$ cat src/csrb_consts.vh
// Constants for the charger status register bank and its serial port
`ifndef CSRB_CONSTS_VH
`define CSRB_CONSTS_VH

// Register offsets on the serial port
`define CSRB_OFS_OPT_THERM  8'h1d
`define CSRB_OFS_FET_TMR    8'h1e
`define CSRB_OFS_TEMP_ZONE  8'h1f
`define CSRB_OFS_FAULT      8'h20

// Reset value of every status register
`define CSRB_RST_VAL        8'h00

// Optimizer and thermal register fields
`define CSRB_OPT_STATE_HI   7
`define CSRB_OPT_STATE_LO   6
`define CSRB_THERM_REG_BIT  2
`define CSRB_DL_BUSY_BIT    1
`define CSRB_BAT_PRES_BIT   0

// Blocking pair, conversion and timer register fields
`define CSRB_IN2_FET_BIT    7
`define CSRB_IN1_FET_BIT    6
`define CSRB_CONV_DONE_BIT  5
`define CSRB_MIN_SYS_BIT    4
`define CSRB_FAST_TMR_BIT   3
`define CSRB_TRKL_TMR_BIT   2
`define CSRB_PRE_TMR_BIT    1

// Temperature zone register fields
`define CSRB_BAT_LOW_BIT    4
`define CSRB_COLD_BIT       3
`define CSRB_COOL_BIT       2
`define CSRB_WARM_BIT       1
`define CSRB_HOT_BIT        0

// Serial port framing; the bus address value is arbitrary
`define CSRB_DEV_ADDR       7'h2a
`define CSRB_BITS_PER_BYTE  4'h8
`define CSRB_SYNC_WIDTH     29

`endif

$ cat src/csrb_sync.v
// Two-flop synchroniser bank for asynchronous status and pin inputs
`timescale 1ns/1ps
`default_nettype none
`include "csrb_consts.vh"

module csrb_sync (
  // Clock and reset
  input  wire                         core_clk_i,
  input  wire                         rst_n_i,
  // Asynchronous levels in, synchronised levels out
  input  wire [`CSRB_SYNC_WIDTH-1:0]  async_i,
  output wire [`CSRB_SYNC_WIDTH-1:0]  sync_o
);

  genvar g;

  // One pair of flops per bit; the first stage feeds only the second
  generate
    for (g = 0; g < `CSRB_SYNC_WIDTH; g = g + 1) begin : g_bit
      reg meta_r;
      reg stab_r;
      always @(posedge core_clk_i or negedge rst_n_i) begin
        if (!rst_n_i) begin
          meta_r <= 1'b0;
          stab_r <= 1'b0;
        end else begin
          meta_r <= async_i[g];
          stab_r <= meta_r;
        end
      end
      assign sync_o[g] = stab_r;
    end
  endgenerate

endmodule
`default_nettype wire

$ cat src/csrb_status_bank.v
// Charger status register bank read by a host over a two-wire serial port
`timescale 1ns/1ps
`default_nettype none
`include "csrb_consts.vh"

module csrb_status_bank (
  // Clock and reset
  input  wire       core_clk_i,
  input  wire       rst_n_i,
  // Serial port pins; the data pin is open drain
  input  wire       scl_i,
  input  wire       sda_i,
  output wire       sda_o,
  output wire       sda_oe_o,
  // Optimizer, thermal and detection status from the analog side
  input  wire [1:0] current_optimizer_state_i,
  input  wire       die_thermal_regulation_i,
  input  wire       data_line_detection_busy_i,
  input  wire       battery_present_i,
  // Blocking pairs, conversion and regulation status
  input  wire       input2_blocking_fets_fitted_i,
  input  wire       input1_blocking_fets_fitted_i,
  input  wire       conversion_done_i,
  input  wire       one_shot_mode_i,
  input  wire       min_system_regulation_i,
  input  wire       forward_mode_i,
  // Safety timers
  input  wire       fast_timer_expired_i,
  input  wire       trickle_timer_expired_i,
  input  wire       precharge_timer_expired_i,
  // Output permission and thermistor zones
  input  wire       battery_low_for_output_i,
  input  wire       thermistor_cold_zone_i,
  input  wire       thermistor_cool_zone_i,
  input  wire       thermistor_warm_zone_i,
  input  wire       thermistor_hot_zone_i,
  // Protection conditions, bit 7 down to bit 0
  input  wire [7:0] protection_fault_i
);

  // Serial engine states. Idle waits for a start, address takes the
  // first byte, acknowledge holds the line low for the ninth bit,
  // receive takes the pointer and any data bytes, transmit shifts a
  // register byte out and host-acknowledge decides whether to go on.
  localparam [2:0] ST_IDLE = 3'h0;
  localparam [2:0] ST_ADDR = 3'h1;
  localparam [2:0] ST_ACK  = 3'h2;
  localparam [2:0] ST_RX   = 3'h3;
  localparam [2:0] ST_TX   = 3'h4;
  localparam [2:0] ST_MACK = 3'h5;

  // Raw and synchronised input vectors
  wire [`CSRB_SYNC_WIDTH-1:0] raw_w;
  wire [`CSRB_SYNC_WIDTH-1:0] syn_w;

  // Register map, all read-only:
  //   1d  optimizer state [7:6], thermal regulation [2],
  //       detection busy [1], battery present [0]
  //   1e  input 2 pair [7], input 1 pair [6], conversion done [5],
  //       minimum system [4], fast [3], trickle [2], precharge [1]
  //   1f  battery low for output [4], cold [3], cool [2], warm [1],
  //       hot [0]
  //   20  protection conditions, one flag per bit
  //   Every other offset and every unlisted bit reads zero.

  reg  [7:0] opt_therm_r;
  reg  [7:0] fet_tmr_r;
  reg  [7:0] temp_zone_r;
  reg  [7:0] fault_r;
  reg  [7:0] opt_therm_nxt;
  reg  [7:0] fet_tmr_nxt;
  reg  [7:0] temp_zone_nxt;

  // Serial engine state
  reg        scl_d_r;
  reg        sda_d_r;
  reg  [2:0] state_r;
  reg  [3:0] bit_cnt_r;
  reg  [7:0] shift_r;
  reg  [7:0] ptr_r;
  reg        rw_r;
  reg        ptr_done_r;
  reg        nack_r;
  reg        oe_r;
  reg  [7:0] rd_data;

  // Synchronised pins and the bus events derived from them
  wire       scl_s;
  wire       sda_s;
  wire       scl_rise;
  wire       scl_fall;
  wire       start_seen;
  wire       stop_seen;
  wire       byte_done;

  // Every status level and both pins arrive from another domain.
  // The pins go in inverted so that the synchroniser's zero reset
  // reads as an idle high bus; otherwise a false clock fall and a
  // false data edge would follow every reset.
  assign raw_w = {~scl_i, ~sda_i,
                  current_optimizer_state_i,
                  die_thermal_regulation_i,
                  data_line_detection_busy_i,
                  battery_present_i,
                  input2_blocking_fets_fitted_i,
                  input1_blocking_fets_fitted_i,
                  conversion_done_i,
                  one_shot_mode_i,
                  min_system_regulation_i,
                  forward_mode_i,
                  fast_timer_expired_i,
                  trickle_timer_expired_i,
                  precharge_timer_expired_i,
                  battery_low_for_output_i,
                  thermistor_cold_zone_i,
                  thermistor_cool_zone_i,
                  thermistor_warm_zone_i,
                  thermistor_hot_zone_i,
                  protection_fault_i};

  // One bank for every input keeps their latencies equal
  csrb_sync u_sync (
    .core_clk_i (core_clk_i),
    .rst_n_i    (rst_n_i),
    .async_i    (raw_w),
    .sync_o     (syn_w)
  );

  // Undo the inversion on the pin bits
  assign scl_s = ~syn_w[28];
  assign sda_s = ~syn_w[27];

  // Assemble the register images; reserved positions stay zero
  always @* begin
    opt_therm_nxt = `CSRB_RST_VAL;
    fet_tmr_nxt   = `CSRB_RST_VAL;
    temp_zone_nxt = `CSRB_RST_VAL;
    // Reserved optimizer code 3 is passed through as reported
    opt_therm_nxt[`CSRB_OPT_STATE_HI:`CSRB_OPT_STATE_LO] =
      syn_w[26:25];
    opt_therm_nxt[`CSRB_THERM_REG_BIT] = syn_w[24];
    opt_therm_nxt[`CSRB_DL_BUSY_BIT]   = syn_w[23];
    opt_therm_nxt[`CSRB_BAT_PRES_BIT]  = syn_w[22];
    fet_tmr_nxt[`CSRB_IN2_FET_BIT]     = syn_w[21];
    fet_tmr_nxt[`CSRB_IN1_FET_BIT]     = syn_w[20];
    // Done only means something when conversions are one-shot
    fet_tmr_nxt[`CSRB_CONV_DONE_BIT]   = syn_w[19] & syn_w[18];
    // Minimum system regulation is a forward-mode indication only
    fet_tmr_nxt[`CSRB_MIN_SYS_BIT]     = syn_w[17] & syn_w[16];
    fet_tmr_nxt[`CSRB_FAST_TMR_BIT]    = syn_w[15];
    fet_tmr_nxt[`CSRB_TRKL_TMR_BIT]    = syn_w[14];
    fet_tmr_nxt[`CSRB_PRE_TMR_BIT]     = syn_w[13];
    temp_zone_nxt[`CSRB_BAT_LOW_BIT]   = syn_w[12];
    temp_zone_nxt[`CSRB_COLD_BIT]      = syn_w[11];
    temp_zone_nxt[`CSRB_COOL_BIT]      = syn_w[10];
    temp_zone_nxt[`CSRB_WARM_BIT]      = syn_w[9];
    temp_zone_nxt[`CSRB_HOT_BIT]       = syn_w[8];
  end

  // Status registers track live levels; no bus path writes them.
  // A level shows three clocks after it changes (two sync flops and
  // this image); a condition that clears before the host reads is not
  // held, because these bits are status, not flags.
  always @(posedge core_clk_i or negedge rst_n_i) begin
    if (!rst_n_i) begin
      opt_therm_r <= `CSRB_RST_VAL;
      fet_tmr_r   <= `CSRB_RST_VAL;
      temp_zone_r <= `CSRB_RST_VAL;
      fault_r     <= `CSRB_RST_VAL;
    end else begin
      opt_therm_r <= opt_therm_nxt;
      fet_tmr_r   <= fet_tmr_nxt;
      temp_zone_r <= temp_zone_nxt;
      fault_r     <= syn_w[7:0];
    end
  end

  // Read decode; unmapped offsets answer zero. The pointer wraps at
  // ff, so a long burst comes back round to the mapped offsets.
  always @* begin
    if (ptr_r == `CSRB_OFS_OPT_THERM) begin
      rd_data = opt_therm_r;
    end else if (ptr_r == `CSRB_OFS_FET_TMR) begin
      rd_data = fet_tmr_r;
    end else if (ptr_r == `CSRB_OFS_TEMP_ZONE) begin
      rd_data = temp_zone_r;
    end else if (ptr_r == `CSRB_OFS_FAULT) begin
      rd_data = fault_r;
    end else begin
      rd_data = `CSRB_RST_VAL;
    end
  end

  // Pin edge and bus condition detection on synchronised pins.
  // Start and stop compare two samples, so a data change that lands
  // in the same clock as a clock-pin change is not seen as either.
  assign scl_rise   = scl_s & ~scl_d_r;
  assign scl_fall   = ~scl_s & scl_d_r;
  assign start_seen = scl_s & scl_d_r & sda_d_r & ~sda_s;
  assign stop_seen  = scl_s & scl_d_r & ~sda_d_r & sda_s;
  assign byte_done  = (bit_cnt_r == `CSRB_BITS_PER_BYTE);

  always @(posedge core_clk_i or negedge rst_n_i) begin
    if (!rst_n_i) begin
      scl_d_r <= 1'b1;
      sda_d_r <= 1'b1;
    end else begin
      scl_d_r <= scl_s;
      sda_d_r <= sda_s;
    end
  end

  // Serial engine: sample on the clock rise, change drive on the fall.
  // No clock stretching, so the host sets the pace of every byte.
  always @(posedge core_clk_i or negedge rst_n_i) begin
    if (!rst_n_i) begin
      state_r    <= ST_IDLE;
      bit_cnt_r  <= 4'h0;
      shift_r    <= 8'h00;
      // With no pointer written yet, a bare read starts at offset 00
      ptr_r      <= 8'h00;
      rw_r       <= 1'b0;
      ptr_done_r <= 1'b0;
      nack_r     <= 1'b0;
      oe_r       <= 1'b0;
    end else if (start_seen) begin
      // A repeated start keeps the pointer so a read can follow it
      state_r    <= ST_ADDR;
      bit_cnt_r  <= 4'h0;
      ptr_done_r <= 1'b0;
      oe_r       <= 1'b0;
    end else if (stop_seen) begin
      state_r <= ST_IDLE;
      oe_r    <= 1'b0;
    end else begin
      case (state_r)
        // Sample on each rise; act on the fall after the eighth bit
        ST_ADDR, ST_RX: begin
          if (scl_rise) begin
            shift_r   <= {shift_r[6:0], sda_s};
            bit_cnt_r <= bit_cnt_r + 4'h1;
          end else if (scl_fall && byte_done) begin
            if (state_r == ST_ADDR) begin
              if (shift_r[7:1] == `CSRB_DEV_ADDR) begin
                rw_r    <= shift_r[0];
                state_r <= ST_ACK;
                oe_r    <= 1'b1;
              end else begin
                state_r <= ST_IDLE;
              end
            end else begin
              // First byte sets the pointer; data bytes are dropped
              if (!ptr_done_r) begin
                ptr_r      <= shift_r;
                ptr_done_r <= 1'b1;
              end
              state_r <= ST_ACK;
              oe_r    <= 1'b1;
            end
          end
        end
        // Hold the line low until the ninth clock falls
        ST_ACK: begin
          if (scl_fall) begin
            bit_cnt_r <= 4'h0;
            if (rw_r) begin
              shift_r <= rd_data;
              oe_r    <= ~rd_data[7];
              ptr_r   <= ptr_r + 8'h01;
              state_r <= ST_TX;
            end else begin
              oe_r    <= 1'b0;
              state_r <= ST_RX;
            end
          end
        end
        // Bits leave MSB first, each one changed on a clock fall
        ST_TX: begin
          if (scl_rise) begin
            bit_cnt_r <= bit_cnt_r + 4'h1;
          end else if (scl_fall) begin
            if (byte_done) begin
              oe_r    <= 1'b0;
              nack_r  <= 1'b0;
              state_r <= ST_MACK;
            end else begin
              shift_r <= {shift_r[6:0], 1'b0};
              oe_r    <= ~shift_r[6];
            end
          end
        end
        // A released line on the ninth bit ends the read
        ST_MACK: begin
          if (scl_rise) begin
            nack_r <= sda_s;
          end else if (scl_fall) begin
            bit_cnt_r <= 4'h0;
            if (nack_r) begin
              state_r <= ST_IDLE;
            end else begin
              // Auto-increment walks on through the map
              shift_r <= rd_data;
              oe_r    <= ~rd_data[7];
              ptr_r   <= ptr_r + 8'h01;
              state_r <= ST_TX;
            end
          end
        end
        // Idle and any stray code wait for a start
        default: begin
          state_r <= ST_IDLE;
          oe_r    <= 1'b0;
        end
      endcase
    end
  end

  // Open drain: only ever pull low; the board's pull-up makes the high
  // level, so a released line never fights the host.
  assign sda_o    = 1'b0;
  assign sda_oe_o = oe_r;

endmodule
`default_nettype wire

$ cat config.mk
export PLATFORM = sky130hd
export DESIGN_NAME = csrb_status_bank
export DESIGN_NICKNAME = d
export VERILOG_FILES = /design/src/csrb_sync.v /design/src/csrb_status_bank.v
export VERILOG_INCLUDE_DIRS = /design/src /design/src/src
export SDC_FILE = /design/constraint.sdc
export NUM_CORES = 1
export LEC_CHECK = 0
export BUFFER_PORTS_ARGS = -buffer_cell sky130_fd_sc_hd__buf_2
export CAP_MARGIN = 10
export CORE_ASPECT_RATIO = 1.1
export CORE_MARGIN = 3
export CORE_UTILIZATION = 45
export DETAILED_ROUTE_END_ITERATION = 6
export PLACE_DENSITY = 0.64
export SETUP_SLACK_MARGIN = 0.02
export SLEW_MARGIN = 40
export SYNTH_ARGS = -nofsm -noshare
export SYNTH_HDL_FRONTEND = slang
export SYNTH_SLANG_ARGS = --single-unit
$ cat constraint.sdc
create_clock -name core_clk_i -period 1.8 [get_ports core_clk_i]
set_clock_uncertainty 0.05 [all_clocks]
set_input_delay 0 -clock core_clk_i [delete_from_list [all_inputs] [get_ports core_clk_i]]
set_output_delay 0 -clock core_clk_i [all_outputs]
set_load 0.02 [all_outputs]
==> results_dict.tcl <==
set metrics [dict create \
    outcome "finished, violations left" \
    violations "negative setup slack" \
    synth.top_cell.area_share_pct 63.57 \
    synthArstFlopShare_pct 100.0 \
    worstPathMaxFanout 7 \
    globalplace.congestion 0.8524 \
    start_util_pct 47.59 \
    grt_pass1_vias 3421 \
    hold_path_class "input port to async pin" \
    critPathLaunchType "register" \
    setup_tns_ps -2924 \
    yosysMostFrequentCell "dfrtp_1" \
    max_cap_viol_count 0 \
    netlist_top_cells_area "dfrtp_1 64%, nand2_1 2.9%, o21ai_0 2.3%" \
    drt_iter0_drc 90 \
    fin_util_pct 66.47 \
    ant_nets 0 \
    grt_max_degree 113 \
    slew_headroom_pct 60.09 \
    p_per_area_nw_per_um2 734.7 \
    worst_setup_path_end_kind "register" \
    synth_warnings 0 \
    clkLatencyLatePin_ps 370 \
    ys_seq_elements 112 \
    port_buffers 31 \
    ys_seq_area_share_pct 64.78 \
    peakVddDrop_mv 0.7842 \
    yosys-top-cells-count "110 x dfrtp_1, 34 x nand2_1, 20 x o21ai_0" \
    synth_edf_count 0 \
    layout-drive-gt1-share_pct 38.26 \
    grt_pass1_wl_um 16390 \
    post-route-drc-count 0 \
    instances_no_fill 621 \
    cp.arrival_ps 2180 \
    path_class "register to register" \
    synth_area_um2 4330 \
    cp_data_required_time_ps 2000 \
    cts_made_buffers 9 \
    min_period_ps 1986 \
    die_w_um 99.53 \
    cts_tree "built" \
    clockBufferDepth 2 \
    detail_route.wl_per_cell_um 15.89 \
    setup_viol 22 \
    clk_pin_slew_ps 120 \
    slew_viol_final 0 \
    postLayoutCellArea_um2 6048 \
    clock_sinks 112 \
    synth_top_area_cell "dfrtp_1" \
    fin_crit_sh_pct 110.3 \
    placed_area_um2 5156 \
    syn_inst 354 \
    core_um2 9099 \
    ioPinCount 33 \
    nNetsFinal 539 \
    worstRegToRegCells 6 \
    p_leak_uw 0.002704 \
    finalHoldViolCount 0 \
    insertedDiodeCount 0 \
    synth-main-ff-cell "dfrtp_1" \
    area_growth_pct 39.67 \
    grt.total_usage_pct 19.55 \
    die_y_um 108.9 \
    grt_overflow 0 \
    cts_htree_levels 3 \
    syn-num-nets 391 \
    cts-root-buf "clkbuf_8" \
    placed_cells 558 \
    vias 3269 \
    row_count 36 \
    via_per_inst 5.264 \
    antenna_found_initial 0 \
    rsz0062_at_grt "yes" \
    dp_slack_ps -206.2 \
    fmax_ghz 0.5035 \
    tightest_slew_ps 598.6 \
    fin_ws_ps -186.1 \
    synth_area_per_cell_um2 12.23 \
    totalWireLength_um 9866 \
    dr.pass1.iters 4 \
    dieArea_um2 10840 \
    synth_cell_types 70 \
    nFillCells 661 \
    dpl.hpwl_um 6123 \
]
==> through the flow <==
step / hold slack [ps] / total power (µW)
2_1_floorplan: -345.6 / 2800
3_3_place_gp: 57.71 / 2958
3_5_place_dp: 59.31 / 2968
4_1_cts: 186.1 / 4479
5_1_grt: 203.6 / 4643
6_report: 133.7 / 4444
==> final timing paths <==
| check | endpoint | slack, ps | start |
|---|---|---|---|
| worst max-delay path | shift_r[5]$_DFFE_PN0P_ | -190 | bit_cnt_r[0]$_DFFE_PN0P_ |
| worst min-delay path | bit_cnt_r[2]$_DFFE_PN0P_ | 130 | rst_n_i |
| worst max register to register | shift_r[5]$_DFFE_PN0P_ | -190 | bit_cnt_r[0]$_DFFE_PN0P_ |
| worst min register to register | u_sync.g_bit[28].stab_r$_DFF_PN0_ | 290 | u_sync.g_bit[28].meta_r$_DFF_PN0_ |
| max in group asynchronous | state_r[1]$_DFFE_PN0P_ | 1030 | rst_n_i |
| min in group core_clk_i | u_sync.g_bit[11].meta_r$_DFF_PN0_ | 220 | thermistor_cold_zone_i |
==> cell type report <==
class                      instances  area, µm²  area share [%]
clock buffer                       9      123.9           2.048
clock inverter                     7      76.32           1.262
inverter                          17      63.81           1.055
multi-input combinational        212       1620           26.79
sequential                       112       2808           46.42
tap                              114      142.6           2.358
timing repair buffer             150       1214           20.07
==> routing by layer <==
metal  share of wire (%)  up-vias  global-route usage [%]
li1                    -     1548                       -
met1                  44     1613                   25.09
met2                  50       81                   32.39
met3                 2.9       27                   2.943
met4                 3.1        0                   10.05
met5                   0        -                       0
==> layout by cell type, fill, tap and decap left out, types with 4 or more instances in the layout <==
master and instances:
mux2_2 7, buf_6 10, ha_1 5, buf_12 4, inv_1 15, o21ai_1 7, buf_4 76, nor3_2 5
buf_2 30, and2_1 6, nand3_1 9, o21ai_0 15, clkbuf_8 9, a21oi_1 12, dfrtp_1 108, dlygate4sd3_1 30
nor2_1 11, nand2_1 32, nor2_2 4
==> state kept, by name, indices dropped and copies added, names as in the netlist <==
register             count
bit_cnt_r                4
fault_r                  8
fet_tmr_r                7
nack_r                   1
opt_therm_r              5
ptr_done_r               1
ptr_r                    8
rw_r                     1
scl_d_r                  1
sda_d_r                  1
sda_oe_o                 1
shift_r                  8
state_r                  3
temp_zone_r              5
u_sync.g_bit.meta_r     29
u_sync.g_bit.stab_r     29
==> kinds of logic (layout without fill, tap and decap cells) <==
group	after synthesis	count (layout)	synth area share, %
xor+xnor	1	1	0.2023
fa+ha+maj	6	6	1.734
compound gates	84	84	13.75
buf+inv	30	183	3.034
mux	8	8	2.080
other cells	1	1	0.08660
flops	112	112	64.78
simple gates	112	112	14.33
==> critical path: stages (launching register included) <==
cell and delay [ps]:
dfrtp_1 400, inv_1 60, ha_1 160, nand3b_1 140, o311a_1 360, o2111ai_4 320
mux2_2 380
==> power breakdown <==
group | internal [µW] | switching, µW | total (µW)
registers | 2630 | 44.6 | 2670
logic | 172 | 160 | 332
clock network | 543 | 896 | 1440
total | 3340 | 1100 | 4440
==> repair_timing <==
action / 4_1_cts / 5_1_grt
pin swaps: 9 / 13
endpoints found under the setup margin: 23 / 24
gates resized for setup: 42 / 25
endpoints found under the hold margin: 139 / 0
hold buffers: 30 / 0
setup buffers: 11 / 7
cloned: 1 / 0
Note: power is estimated with default switching activity, not from simulation.
